`src/pgk_pkg.sv`:
```
// Shared constants and carrier types for the PWM sync, conversion and shutdown block
package pgk_pkg;

    // ****************************************************************
    // Clock and timing
    // ****************************************************************
    localparam int CLK_PERIOD_PS       = 4000;
    localparam int SYNC_WIDTH_CYCLES   = 32;
    localparam int IFB_DEADLINE_CYCLES = 100;
    localparam int AUX_DEADLINE_SPEC   = 200;
    localparam int GATE_UPDATE_MAX     = 2;
    localparam int FAULT_MIN_CYCLES    = 32;
    localparam int KILL_DEADLINE       = 100;
    localparam int HOLD_TIME_US        = 10;
    // Longest time: round down
    localparam int HOLD_CYCLES = (HOLD_TIME_US * 1000000) / CLK_PERIOD_PS;
    localparam int AUX_DEADLINE_CYCLES =
        (AUX_DEADLINE_SPEC < HOLD_CYCLES) ? AUX_DEADLINE_SPEC : HOLD_CYCLES;

    // ****************************************************************
    // Widths and reset values
    // ****************************************************************
    localparam int         AGE_W         = 8;
    localparam int         SYNC_CNT_W    = 6;
    localparam int         AUX_CHANNELS  = 6;
    localparam logic [2:0] AUX_CH_FIRST  = 3'h1;
    localparam logic [2:0] AUX_CH_LAST   = 3'h6;
    localparam logic [2:0] AUX_CH_RESET  = 3'h6;
    localparam logic [5:0] GATE_RESET    = 6'h00;

    // ****************************************************************
    // Types
    // ****************************************************************
    typedef struct packed {
        logic phase_u_high_gate;
        logic phase_u_low_gate;
        logic phase_v_high_gate;
        logic phase_v_low_gate;
        logic phase_w_high_gate;
        logic phase_w_low_gate;
    } pgk_gate_type;

    typedef struct packed {
        logic       ifb_start;
        logic       aux_start;
        logic [2:0] aux_channel;
    } pgk_conv_req_type;

    typedef enum logic [1:0] {
        SEQ_IDLE = 2'b00,
        SEQ_IFB  = 2'b01,
        SEQ_AUX  = 2'b11
    } pgk_seq_type;

endpackage

```
`src/pgk_fault_filter.sv`:
```
// Shutdown pin synchroniser, polarity select and digital filter
`timescale 1ns/100ps
module pgk_fault_filter import pgk_pkg::*; #(
    parameter int FILTER_CYCLES = FAULT_MIN_CYCLES
) (
    // Clock and reset
    input  wire logic mclk,
    input  wire logic reset,
    // Pin and configuration
    input  wire logic pin_in,
    input  wire logic active_high,
    // Filtered fault level
    output logic      fault_out
);

    localparam int CW = $clog2(FILTER_CYCLES + 1);

    initial begin
        if (FILTER_CYCLES < 1 || FILTER_CYCLES > FAULT_MIN_CYCLES) begin
            $error("FILTER_CYCLES out of range");
        end
    end

    logic          meta_reg;
    logic          sync_reg;
    logic          state_reg;
    logic          state_next;
    logic [CW-1:0] count_reg;
    logic [CW-1:0] count_next;
    logic          level;

    always_comb begin
        level      = ~(sync_reg ^ active_high);
        state_next = state_reg;
        count_next = '0;
        // A new level must persist for FILTER_CYCLES samples; glitches restart the count
        if (level != state_reg) begin
            if (count_reg == CW'(FILTER_CYCLES - 1)) begin
                state_next = level;
            end else begin
                count_next = count_reg + 1'b1;
            end
        end
    end

    always_ff @(posedge mclk or posedge reset) begin
        if (reset) begin
            meta_reg  <= 1'b0;
            sync_reg  <= 1'b0;
            state_reg <= 1'b0;
            count_reg <= '0;
        end else begin
            meta_reg  <= pin_in;
            sync_reg  <= meta_reg;
            state_reg <= state_next;
            count_reg <= count_next;
        end
    end

    assign fault_out = state_reg;

endmodule

```
`src/pgk_pwm_sync.sv`:
```
// Carrier counter, sync strobe, conversion scheduling and shutdown for the three-phase PWM stage
//
// Operation
// - The sync strobe is one pulse of 32 clock cycles.
// - The current-feedback conversion must finish within 100 cycles of the strobe.
// - The scheduled auxiliary conversion must finish within 200 cycles of the strobe.
// - Auxiliary channels 1 to 6 are taken in turn, each once per six strobes.
// - New gate states appear at most 2 cycles after the strobe.
// - A recognised shutdown forces all gates inactive within 100 cycles.
// - A sampled value is converted within 10 microseconds of sampling.
// - Shutdown negates all six gates, and its active level is selectable.
// - Shutdown is digitally filtered and each gate has its own selectable polarity.
`timescale 1ns/100ps
module pgk_pwm_sync import pgk_pkg::*; #(
    parameter int CNT_W         = 16,
    parameter int FILTER_CYCLES = FAULT_MIN_CYCLES
) (
    // Clock and reset
    input  wire logic             mclk,
    input  wire logic             reset,
    // Fault pin and configuration
    input  wire logic             pwm_fault_shutdown_in,
    input  wire logic             fault_active_high,
    input  wire logic [5:0]       gate_active_high,
    // Carrier and duty settings
    input  wire logic [CNT_W-1:0] carrier_period,
    input  wire logic [CNT_W-1:0] duty_u,
    input  wire logic [CNT_W-1:0] duty_v,
    input  wire logic [CNT_W-1:0] duty_w,
    // Converter handshake
    input  wire logic             ifb_done,
    input  wire logic             aux_done,
    output pgk_conv_req_type      conv_req,
    output logic                  ifb_late,
    output logic                  aux_late,
    // Strobe, gates, status
    output logic                  sync_strobe,
    output pgk_gate_type          gate,
    output logic                  fault_active
);

    initial begin
        if (CNT_W < 8 || CNT_W > 32) begin
            $error("CNT_W out of range");
        end
        if (FILTER_CYCLES + 4 > KILL_DEADLINE) begin
            $error("FILTER_CYCLES too long for the shutdown latency");
        end
    end

    // ****************************************************************
    // Carrier counter and sync strobe
    // ****************************************************************
    logic [CNT_W-1:0]      cnt_reg, cnt_next;
    logic [CNT_W-1:0]      shu_reg, shu_next;
    logic [CNT_W-1:0]      shv_reg, shv_next;
    logic [CNT_W-1:0]      shw_reg, shw_next;
    logic [SYNC_CNT_W-1:0] swid_reg, swid_next;
    logic                  sync_reg, sync_next;
    logic                  reload;

    always_comb begin
        reload    = (cnt_reg >= carrier_period);
        cnt_next  = reload ? '0 : cnt_reg + 1'b1;
        shu_next  = reload ? duty_u : shu_reg;
        shv_next  = reload ? duty_v : shv_reg;
        shw_next  = reload ? duty_w : shw_reg;
        swid_next = swid_reg;
        if (reload) begin
            swid_next = SYNC_CNT_W'(SYNC_WIDTH_CYCLES - 1);
        end else if (swid_reg != '0) begin
            swid_next = swid_reg - 1'b1;
        end
        sync_next = reload | (swid_reg != '0);
    end

    always_ff @(posedge mclk or posedge reset) begin
        if (reset) begin
            cnt_reg  <= '0;
            shu_reg  <= '0;
            shv_reg  <= '0;
            shw_reg  <= '0;
            swid_reg <= '0;
            sync_reg <= 1'b0;
        end else begin
            cnt_reg  <= cnt_next;
            shu_reg  <= shu_next;
            shv_reg  <= shv_next;
            shw_reg  <= shw_next;
            swid_reg <= swid_next;
            sync_reg <= sync_next;
        end
    end

    // ****************************************************************
    // Gate outputs and shutdown
    // ****************************************************************
    logic         fault_filt;
    logic         fault_reg;
    pgk_gate_type gate_reg, gate_next;
    logic [5:0]   raw;

    pgk_fault_filter #(
        .FILTER_CYCLES (FILTER_CYCLES)
    ) u_filter (
        .mclk        (mclk),
        .reset       (reset),
        .pin_in      (pwm_fault_shutdown_in),
        .active_high (fault_active_high),
        .fault_out   (fault_filt)
    );

    // Compare against next count and shadows so the new period shows with the strobe
    always_comb begin
        raw[5] = (cnt_next < shu_next);
        raw[4] = ~raw[5];
        raw[3] = (cnt_next < shv_next);
        raw[2] = ~raw[3];
        raw[1] = (cnt_next < shw_next);
        raw[0] = ~raw[1];
        if (fault_filt) begin
            gate_next = pgk_gate_type'(~gate_active_high);
        end else begin
            gate_next = pgk_gate_type'(raw ^ ~gate_active_high);
        end
    end

    always_ff @(posedge mclk or posedge reset) begin
        if (reset) begin
            gate_reg  <= pgk_gate_type'(GATE_RESET);
            fault_reg <= 1'b0;
        end else begin
            gate_reg  <= gate_next;
            fault_reg <= fault_filt;
        end
    end

    // ****************************************************************
    // Conversion sequencer
    // ****************************************************************
    pgk_seq_type      state_reg, state_next;
    logic [AGE_W-1:0] age_reg, age_next;
    logic [2:0]       ch_reg, ch_next;
    pgk_conv_req_type req_reg, req_next;
    logic             ifbl_reg, ifbl_next;
    logic             auxl_reg, auxl_next;

    always_comb begin
        state_next = state_reg;
        age_next   = (age_reg == '1) ? age_reg : age_reg + 1'b1;
        ch_next    = ch_reg;
        req_next   = '{ifb_start: 1'b0, aux_start: 1'b0, aux_channel: ch_reg};
        ifbl_next  = 1'b0;
        auxl_next  = 1'b0;
        if (reload) begin
            // A strobe during an unfinished sequence restarts it
            state_next         = SEQ_IFB;
            age_next           = '0;
            ch_next            = (ch_reg == AUX_CH_LAST) ? AUX_CH_FIRST : ch_reg + 1'b1;
            req_next.ifb_start = 1'b1;
        end else begin
            unique case (state_reg)
                SEQ_IDLE: begin
                end
                SEQ_IFB: begin
                    if (ifb_done || age_reg == AGE_W'(IFB_DEADLINE_CYCLES)) begin
                        ifbl_next          = ~ifb_done;
                        state_next         = SEQ_AUX;
                        req_next.aux_start = 1'b1;
                    end
                end
                SEQ_AUX: begin
                    if (aux_done || age_reg == AGE_W'(AUX_DEADLINE_CYCLES)) begin
                        auxl_next  = ~aux_done;
                        state_next = SEQ_IDLE;
                    end
                end
                default: begin
                    state_next = SEQ_IDLE;
                end
            endcase
        end
    end

    always_ff @(posedge mclk or posedge reset) begin
        if (reset) begin
            state_reg <= SEQ_IDLE;
            age_reg   <= '0;
            ch_reg    <= AUX_CH_RESET;
            req_reg   <= '0;
            ifbl_reg  <= 1'b0;
            auxl_reg  <= 1'b0;
        end else begin
            state_reg <= state_next;
            age_reg   <= age_next;
            ch_reg    <= ch_next;
            req_reg   <= req_next;
            ifbl_reg  <= ifbl_next;
            auxl_reg  <= auxl_next;
        end
    end

    assign sync_strobe  = sync_reg;
    assign gate         = gate_reg;
    assign fault_active = fault_reg;
    assign conv_req     = req_reg;
    assign ifb_late     = ifbl_reg;
    assign aux_late     = auxl_reg;

    // ****************************************************************
    // Assertions
    // ****************************************************************
    localparam int IFB_BOUND = 102;
    localparam int AUX_BOUND = 202;
endmodule

```
`config.mk`:
```
export PLATFORM = sky130hd
export DESIGN_NAME = pgk_pwm_sync
export DESIGN_NICKNAME = d
export VERILOG_FILES = /design/src/pgk_pkg.sv /design/src/pgk_fault_filter.sv /design/src/pgk_pwm_sync.sv
export SDC_FILE = /design/constraint.sdc
export NUM_CORES = 1
export LEC_CHECK = 0
export BUFFER_PORTS_ARGS = -buffer_cell sky130_fd_sc_hd__buf_4
export CAP_MARGIN = 40
export CORE_UTILIZATION = 60
export DETAILED_ROUTE_END_ITERATION = 7
export PLACE_DENSITY_LB_ADDON = 0.2
export SYNTH_ARGS = -nofsm -noshare
export SYNTH_HDL_FRONTEND = slang
export SYNTH_HIERARCHICAL = 1
export SYNTH_SLANG_ARGS = --single-unit
```
`constraint.sdc`:
```
create_clock -name mclk -period 7.4 [get_ports mclk]
set_input_delay 0.37 -clock mclk [delete_from_list [all_inputs] [get_ports mclk]]
set_output_delay 0.37 -clock mclk [all_outputs]
set_load 0.005 [all_outputs]
```
Word level (Yosys, flattened, before mapping)
Index checks and enable logic that the tools add are counted.
- muxes and demuxes: 26
- eq/ne operators: 12
- bitwise logic cells: 10
- add/subtract/negate cells: 5
- reductions and logical operators: 7
- order comparisons: 4
- operator list (operator ; number):
    $mux 16 ; 4
    $lt 16x16->1 ; 3
    $mux 6 ; 5
    $add 16x1->16 const B ; 1
    $eq 8x8->1 const B ; 2
    $ge 16x16->1 ; 1
    $mux 8 ; 2
    $mux 1 ; 10
    $add 8x1->8 const B ; 1
    $eq 8x7->1 const B ; 1
    $add 6x1->6 const B ; 1
    $eq 6x5->1 const B ; 1
    $mux 2 ; 3
    $ne 3x3->1 const B ; 2
    $not 1->1 ; 6
    $not 6->6 ; 1
    $pmux 2 s3 ; 1
    $reduce_bool 6->1 ; 1
    $sub 6x1->6 const B ; 1
    $xor 6x6->6 ; 1
    $ne 2x2->1 const B ; 2
    $add 3x1->3 const B ; 1
    $eq 3x3->1 const B ; 1
    $mux 3 ; 1
    10 further kinds ; 11
- input port bits: 76
- bits in registers: 107
- logic and storage cells: 89
- output and inout bits: 15

Depth between registers and ports, before layout
Gate-level depths: netlist (run 1).
- depth after elaboration: 6
- mapped depth: 21
- depth with buffers taken out: 19

Hierarchy
The synthesis (run 1) kept the hierarchy.
- by module, submodules not included (module ; area each (µm²) ; cells each ; instances ; seq. area each (µm²)):
    pgk_pwm_sync ; 5577.8 ; 552 ; 1 ; 2454.9
    pgk_fault_filter ; 399.1 ; 31 ; 1 ; 225.2

Worst setup path after synthesis (run 1)
No wires, ideal clock.
- path type: register to register
- from: register cnt_reg[0]
- to: register gate_reg, in the netlist gate[5]
- stages on the path, launching flop included: 20
- slack: 3.688 ns
- setup time: 0.123 ns
- clock period less this slack: 3.712 ns
- required time: 7.277 ns
- arrival time: 3.589 ns
- buffers on the path: 3
- cells stage by stage: dfrtp_1 -> inv_1 -> ha_1 -> nand2b_4 -> a2111oi_4 -> a2111oi_4 -> nor3_1 -> buf_4 -> inv_4 -> buf_2 -> buf_2 -> nor2_1 -> ha_1 -> a21o_1 -> a21o_1 -> a21oi_1 -> nand2_1 -> o211ai_2 -> nand3b_1 -> xor2_1
- RTL lines (what ; line ; RTL):
    start, declared ; pgk_pwm_sync.sv:54 ; logic [CNT_W-1:0] cnt_reg, cnt_next;
    start signal, assigned ; pgk_pwm_sync.sv:86 ; cnt_reg <= cnt_next;
    end signal, assigned ; pgk_pwm_sync.sv:130 ; gate_reg <= pgk_gate_type'(GATE_RESET);
    end signal, assigned ; pgk_pwm_sync.sv:133 ; gate_reg <= gate_next;
    end, declared ; pgk_pwm_sync.sv:100 ; pgk_gate_type gate_reg, gate_next;

==> metrics, run 1 <==
status completed; Post-Place Worst Slack 3.06 ns; prevailing post-synth register cell dfrtp_1; number of vias per cell 5.39; core area 0.00973 sq mm; drt wl/cell 15.1 um; clk buf depth 2; WP data required 7.71 ns; Pwr Density 323 mW/mm^2; multi-input combinational cell area 0.00298 sq mm; max-slew violation count 0; NetSw 881 uW; number of remaining DRC errors 0; Ant. Diodes 0; Nets 817; Lkg Pwr 3.81 nW; worst vdd ir 181 uV; Final Critical Period 4.38 ns; clock root buffer clkbuf_8; Num CTS Buffers 9; worst setup margin 3.02 ns; CP top delay family compound AO/OA/AOI/OAI gates; Top Metal Used met4; yosys warns 6; CTS sink cnt 107; Clock Power Share 15.6%; area leader, netlist dfrtp_1; endpoints failing hold 0; clock skew 0.00968 ns; Filler Cells Inserted 748; Crit Path Category flop to flop; Slew HR 38.6%; gp weighted congestion 0.857; Setup TNS 0 ns; max cap viols 0; crit end category flop; CP max stage delay 0.75 ns; GRT Overall Usage 26.3%; Int Power 1.39 mW; DR WL met3 522 um; synthesized area 0.00598 sq mm; commonest non-fill, non-tap cell in the layout dfrtp_1; Synth cell types 52; worst path bufs/invs 2; port bufs 90; Finished Cell Area 0.00703 sq mm; clock tree from TritonCTS built; Top Ports 91; Pre-Repair DR Iteration Count 6; RSZ-0062 raised after global routing no; Layout Utilization 72.3%; cells along the critical path inv_1 -> ha_1 -> nand2b_4 -> a2111oi_4 -> a2111oi_4 -> nor3_2 -> buf_4 -> mux2i_1 -> ha_1 -> nand4_1 -> nor2_1 -> nand2_1 -> a221oi_2 -> o211ai_2 -> a21oi_1 -> xnor2_1; clock-pin slew on the worst setup and hold paths 0.10 ns; Post-Syn Nets 722; Initial Utilization 61.4%; post-synthesis instance total 583; WL met1 5440 um; antenna violations before repair 0; final count of negative-setup-slack endpoints 0; Slowest cell on crit path buf_4; Post-synth EDFFs 0; vias 4402; HP Class input port to flop; Hold Path Depth 1; row count 36; Placed Area 0.00682 sq mm; hpwl dp 9410 um; R2R cell count 16; ranking of synthesized cells by area dfrtp_1 44%, ha_1 13%, mux2i_1 6.9%; fin cells 816; CP Depth 16; FF+latch area 0.00268 sq mm; worst skew pair latency 0.39 ns; hold slack 0.0917 ns; vias in the first global route 4483; critical path startpoint category flop; post-route clock period utilization 59.1%; largest net degree at the start of global routing 64; H-tree depth 3; post-synthesis sequential area ratio 44.8%; leading cell types in the layout, fill and taps excluded 105 x dfrtp_1, 92 x buf_4, 69 x inv_1; wire length on met2 6140 um; Die Footprint 0.0104 sq mm; die width 102 um; first-pass GRT wire length 20700 um; placed cells 799; switching part of the total 38.8%; worst slew pin tran 0.921 ns; Seq pwr share 41.3%; First DRT Iteration DRCs 137; Power Total 2.27 mW; Mean Syn Cell Area 10.3 sq um; CP arrival 4.69 ns; Synth async-reset ratio 100%; growth of design area from synthesis to finish 17.7%; Yosys top cell area share 44.0%; grt ovf 0; final wirelength 12300 um; critical-path maximum fanout 63; layout cells sized above 1 19.6%; FF+latch count, synth 107; combinational power share 43.1%; f_max 229 MHz; post-route ant nets 0; Die H 102 um
[metal layers]
layer | GRT usage [%] | vias to the layer above
met4 | 8.68 | 0
met3 | 4.65 | 19
met1 | 33.6 | 2117
met5 | 0 | -
li1 | - | 2175
met2 | 45.6 | 91
[cell families (layout without fill, tap and decap cells)]
| logic type | after synthesis | count (layout) | synth area share (%) |
|---|---|---|---|
| AOI/OAI and AO/OA | 79 | 79 | 9.84 |
| xor gates and xnor gates | 30 | 30 | 4.79 |
| adders and majority gates | 66 | 66 | 13.7 |
| buffers and inverters | 82 | 182 | 5.42 |
| DFF | 107 | 107 | 44.8 |
| muxes | 41 | 41 | 6.87 |
| and+or+nand+nor | 178 | 178 | 14.5 |
[synthesized netlist by cell type, types with 4 or more instances]
library cell    n
xor2_1         17
nand4_1         9
mux2i_1        41
nor2_1         39
o21ai_0        17
nand2_1        64
and3_1         10
inv_1          70
nor2b_1         4
a21oi_1        27
a221oi_2        5
dfrtp_1       105
nand2b_1        5
a21o_1          8
xnor2_1        11
ha_1           63
nand3_1        19
or3_1           4
buf_2           8
nor3_1          5
[power by group through the flow]
stage	logic, mW	clock network, mW	registers, mW
detailed placement	0.978	0	0.948
CTS	0.987	0.361	0.937
global route	1.13	0.383	0.963
global placement	0.914	0	0.934
floorplan	0.726	0	0.913
finish	0.979	0.354	0.937
[final timing paths]
check,from,end,slack (ns)
setup / recovery,cnt_reg[0],gate[4],3.02
hold / removal,pwm_fault_shutdown_in,u_filter/meta_reg,0.09
setup reg to reg,cnt_reg[0],gate[4],3.02
hold reg to reg,u_filter/meta_reg,u_filter/sync_reg,0.35
max in group asynchronous,reset,ch_reg[1],5.82
min in group asynchronous,reset,u_filter/count_reg[4],0.50
[cell type report]
cell class | instances | area share [%]
tap | 133 | 2.37
clock buffer | 13 | 2.54
sequential | 107 | 38.1
multi-input combinational | 394 | 42.3
inverter | 71 | 3.84
clock inverter | 3 | 0.285
timing repair buffer | 95 | 10.5
[what timing repair did]
action                                 in CTS  in global routing
buffers inserted                            0                  0
hold buffers                                1                  0
resized for setup                           0                  0
endpoints found under the hold margin      34                  0
No activity file was read; power rests on OpenSTA's default activity.
==> inputs of run 2 (changes only) <==
--- a/config.mk
+++ b/config.mk
@@ -5,9 +5,10 @@
 export SDC_FILE = /design/constraint.sdc
 export NUM_CORES = 1
 export LEC_CHECK = 0
+export ABC_AREA = 1
 export BUFFER_PORTS_ARGS = -buffer_cell sky130_fd_sc_hd__buf_4
 export CAP_MARGIN = 40
-export CORE_UTILIZATION = 60
+export CORE_UTILIZATION = 52
 export DETAILED_ROUTE_END_ITERATION = 7
 export PLACE_DENSITY_LB_ADDON = 0.2
 export SYNTH_ARGS = -nofsm -noshare
==> constraint.sdc (replaced) <==
create_clock -name mclk -period 3.8 [get_ports mclk]
set_input_delay 0.19 -clock mclk [delete_from_list [all_inputs] [get_ports mclk]]
set_output_delay 0.19 -clock mclk [all_outputs]
set_load 0.005 [all_outputs]
==> run 2 against run 1 <==
- wire length up 9.0%
- critical endpoint unchanged
- final area is 6.1% higher
- largest power group unchanged
- global-route usage down 2.8 points
- total power is 100% higher
- the run now ends with design-rule violations left
- maximum frequency grew 27%
- clock skew down 0.0023 ns
- critical path depth rose by 7
- synthesized cell count is 28% higher
==> metrics, run 2 <==
Yosys top cell area share 42.4%; critical path startpoint category flop; clk buf depth 2; worst path bufs/invs 3; CP arrival 3.69 ns; WP data required 4.05 ns; f_max 290 MHz; die width 111 um; first-pass GRT wire length 23200 um; CP max stage delay 0.42 ns; cells along the critical path nand2_1 -> nor3_4 -> nand2_1 -> inv_1 -> nand2_1 -> nor2_2 -> inv_1 -> nor2_2 -> nand4_1 -> nor4_4 -> nand3_1 -> nand2_1 -> nor2_2 -> ha_1 -> nand2_1 -> nor2_2 -> nand2_1 -> a211oi_2 -> nand2_1 -> nand2_1 -> nand3_1 -> nand2_1 -> inv_1; leading cell types in the layout, fill and taps excluded 139 x inv_1, 122 x nand2_1, 105 x dfrtp_1; clock root buffer clkbuf_16; Mean Syn Cell Area 8.32 sq um; CTS sink cnt 107; post-synthesis sequential area ratio 43.3%; prevailing post-synth register cell dfrtp_1; clock tree from TritonCTS built; FF+latch area 0.00268 sq mm; Final Critical Period 3.44 ns; ranking of synthesized cells by area dfrtp_1 42%, ha_1 13%, inv_1 8.5%; met2 usage 38.8%; most used cell, CP nand2_1; Nets 986; post-route ant nets 0; top cells by count, synth 140 x inv_1, 122 x nand2_1, 105 x dfrtp_1, 63 x ha_1, 55 x o21ai_0; H-tree depth 3; FF+latch count, synth 107; Post-synth EDFFs 0; area leader, netlist dfrtp_1; Num CTS Buffers 9; Pre-Repair DR Iteration Count 7; Lkg Pwr 3.89 nW; drt wl/cell 13.5 um; max cap viols 0; Pwr Density 619 mW/mm^2; hpwl dp 9900 um; core area 0.0115 sq mm; antenna violations before repair 0; final count of negative-setup-slack endpoints 0; Ant. Diodes 0; clock-pin slew on the worst setup and hold paths 0.07 ns; gp weighted congestion 0.825; growth of design area from synthesis to finish 20.4%; Slew HR 51.2%; Placed Area 0.00706 sq mm; Synth cell types 40; Synth async-reset ratio 100%; vias in the first global route 5200; multi-input combinational cell area 0.00296 sq mm; post-route clock period utilization 90.6%; yosys warns 6; number of remaining DRC errors 10; First DRT Iteration DRCs 222; placed cells 973; vias 5072; layout cells sized above 1 21.5%; Layout Utilization 64.8%; worst skew pair latency 0.35 ns; post-synthesis instance total 745; crit end category flop; final wirelength 13400 um; Top Ports 91; Top Usage Layer GRT met2; synthesized area 0.00619 sq mm; HP Class input port to flop; Die Footprint 0.0124 sq mm; endpoints failing hold 0; worst slew pin tran 0.730 ns; commonest non-fill, non-tap cell in the layout inv_1; grt ovf 0; Slowest cell on crit path dfrtp_1; most frequent cell after synthesis inv_1; failing checks design-rule violations; worst vdd ir 323 uV; max-slew violation count 0; critical-path maximum fanout 5; Crit Path Category flop to flop; Finished Cell Area 0.00746 sq mm; met3 Usage GRT 3.50%; Die H 111 um; grt met1 use 31.4%; CP top delay family simple AND/OR/NAND/NOR gates; Post-Syn Nets 884; GRT Overall Usage 23.5%; Initial Utilization 53.8%; row count 39; largest net degree at the start of global routing 76; port bufs 90; status complete, but fails checks; Filler Cells Inserted 993; fin cells 995; clock skew 0.00733 ns; number of vias per cell 5.10; Power Total 4.62 mW
[run 2: final cells by class]
cell class                      count  share of cell area (%)
Clock inverter                      5                   0.486
Timing Repair Buffer              105                    10.9
Sequential cell                   107                    35.9
Inverter                          142                    7.21
Multi-Input combinational cell    482                    39.7
Tap cell                          143                    2.40
Clock buffer                       11                    3.39
[run 2: final timing paths]
check	from	end	cells past startpoint	slack [ns]
worst min-delay path	gate_active_high[5]	gate[5]	4	0.08
worst max register to register	cnt_reg[3]	gate[4]	23	0.36
max in group asynchronous	reset	ch_reg[1]	4	2.41
worst min register to register	u_filter/meta_reg	u_filter/sync_reg	0	0.36
worst max-delay path	cnt_reg[3]	gate[4]	23	0.36
min in group asynchronous	reset	u_filter/meta_reg	3	0.37
[run 2: metrics by stage]
step	TNS (ns)	hold WS (ns)	setup WS [ns]
final	0	0.0786	0.357
after global placement	0	0.188	0.125
after global routing	-0.00459	0.0850	-0.00459
after detailed placement	0	0.189	0.0587
after CTS	0	0.0670	0.0385
after floorplan	0	0.0179	0.637
[run 2: kinds of logic after synthesis]
family | synth area share [%]
flops | 43.3
compound gates | 11.1
fa+ha+maj | 12.7
simple gates | 22.2
buf+inv | 9.74
xor+xnor | 0.990
[run 2: worst reg2reg max path, cell delays in order (launching register included)]
cell and delay (ns):
dfrtp_1 0.42, nand2_1 0.12, nor3_4 0.22, nand2_1 0.07, inv_1 0.10, nand2_1 0.07
nor2_2 0.11, inv_1 0.07, nor2_2 0.13, nand4_1 0.21, nor4_4 0.31, nand3_1 0.10
nand2_1 0.09, nor2_2 0.08, ha_1 0.31, nand2_1 0.08, nor2_2 0.16, nand2_1 0.08
a211oi_2 0.20, nand2_1 0.13, nand2_1 0.09, nand3_1 0.07, nand2_1 0.08, inv_1 0.04
[run 2: power by group]
group / total [mW] / internal (mW) / switching, mW / leakage [nW]
clock: 0.902 / 0.482 / 0.420 / 0.134
sequential: 1.81 / 1.58 / 0.227 / 1.27
combinational: 1.91 / 0.788 / 1.13 / 2.49
[run 2: timing repair]
| action | in CTS | in global routing |
|---|---|---|
| endpoints found under the setup margin | 0 | 6 |
| hold buffers | 4 | 0 |
| setup buffers | 0 | 2 |
| resized for setup | 0 | 15 |
| hold endpoints to repair | 65 | 0 |
[run 2: metal layers]
layer,part of all wire (%),vias up
met4,1.5,0
met1,47,2373
li1,-,2581
met2,47,104
met5,0,-
met3,4.0,14
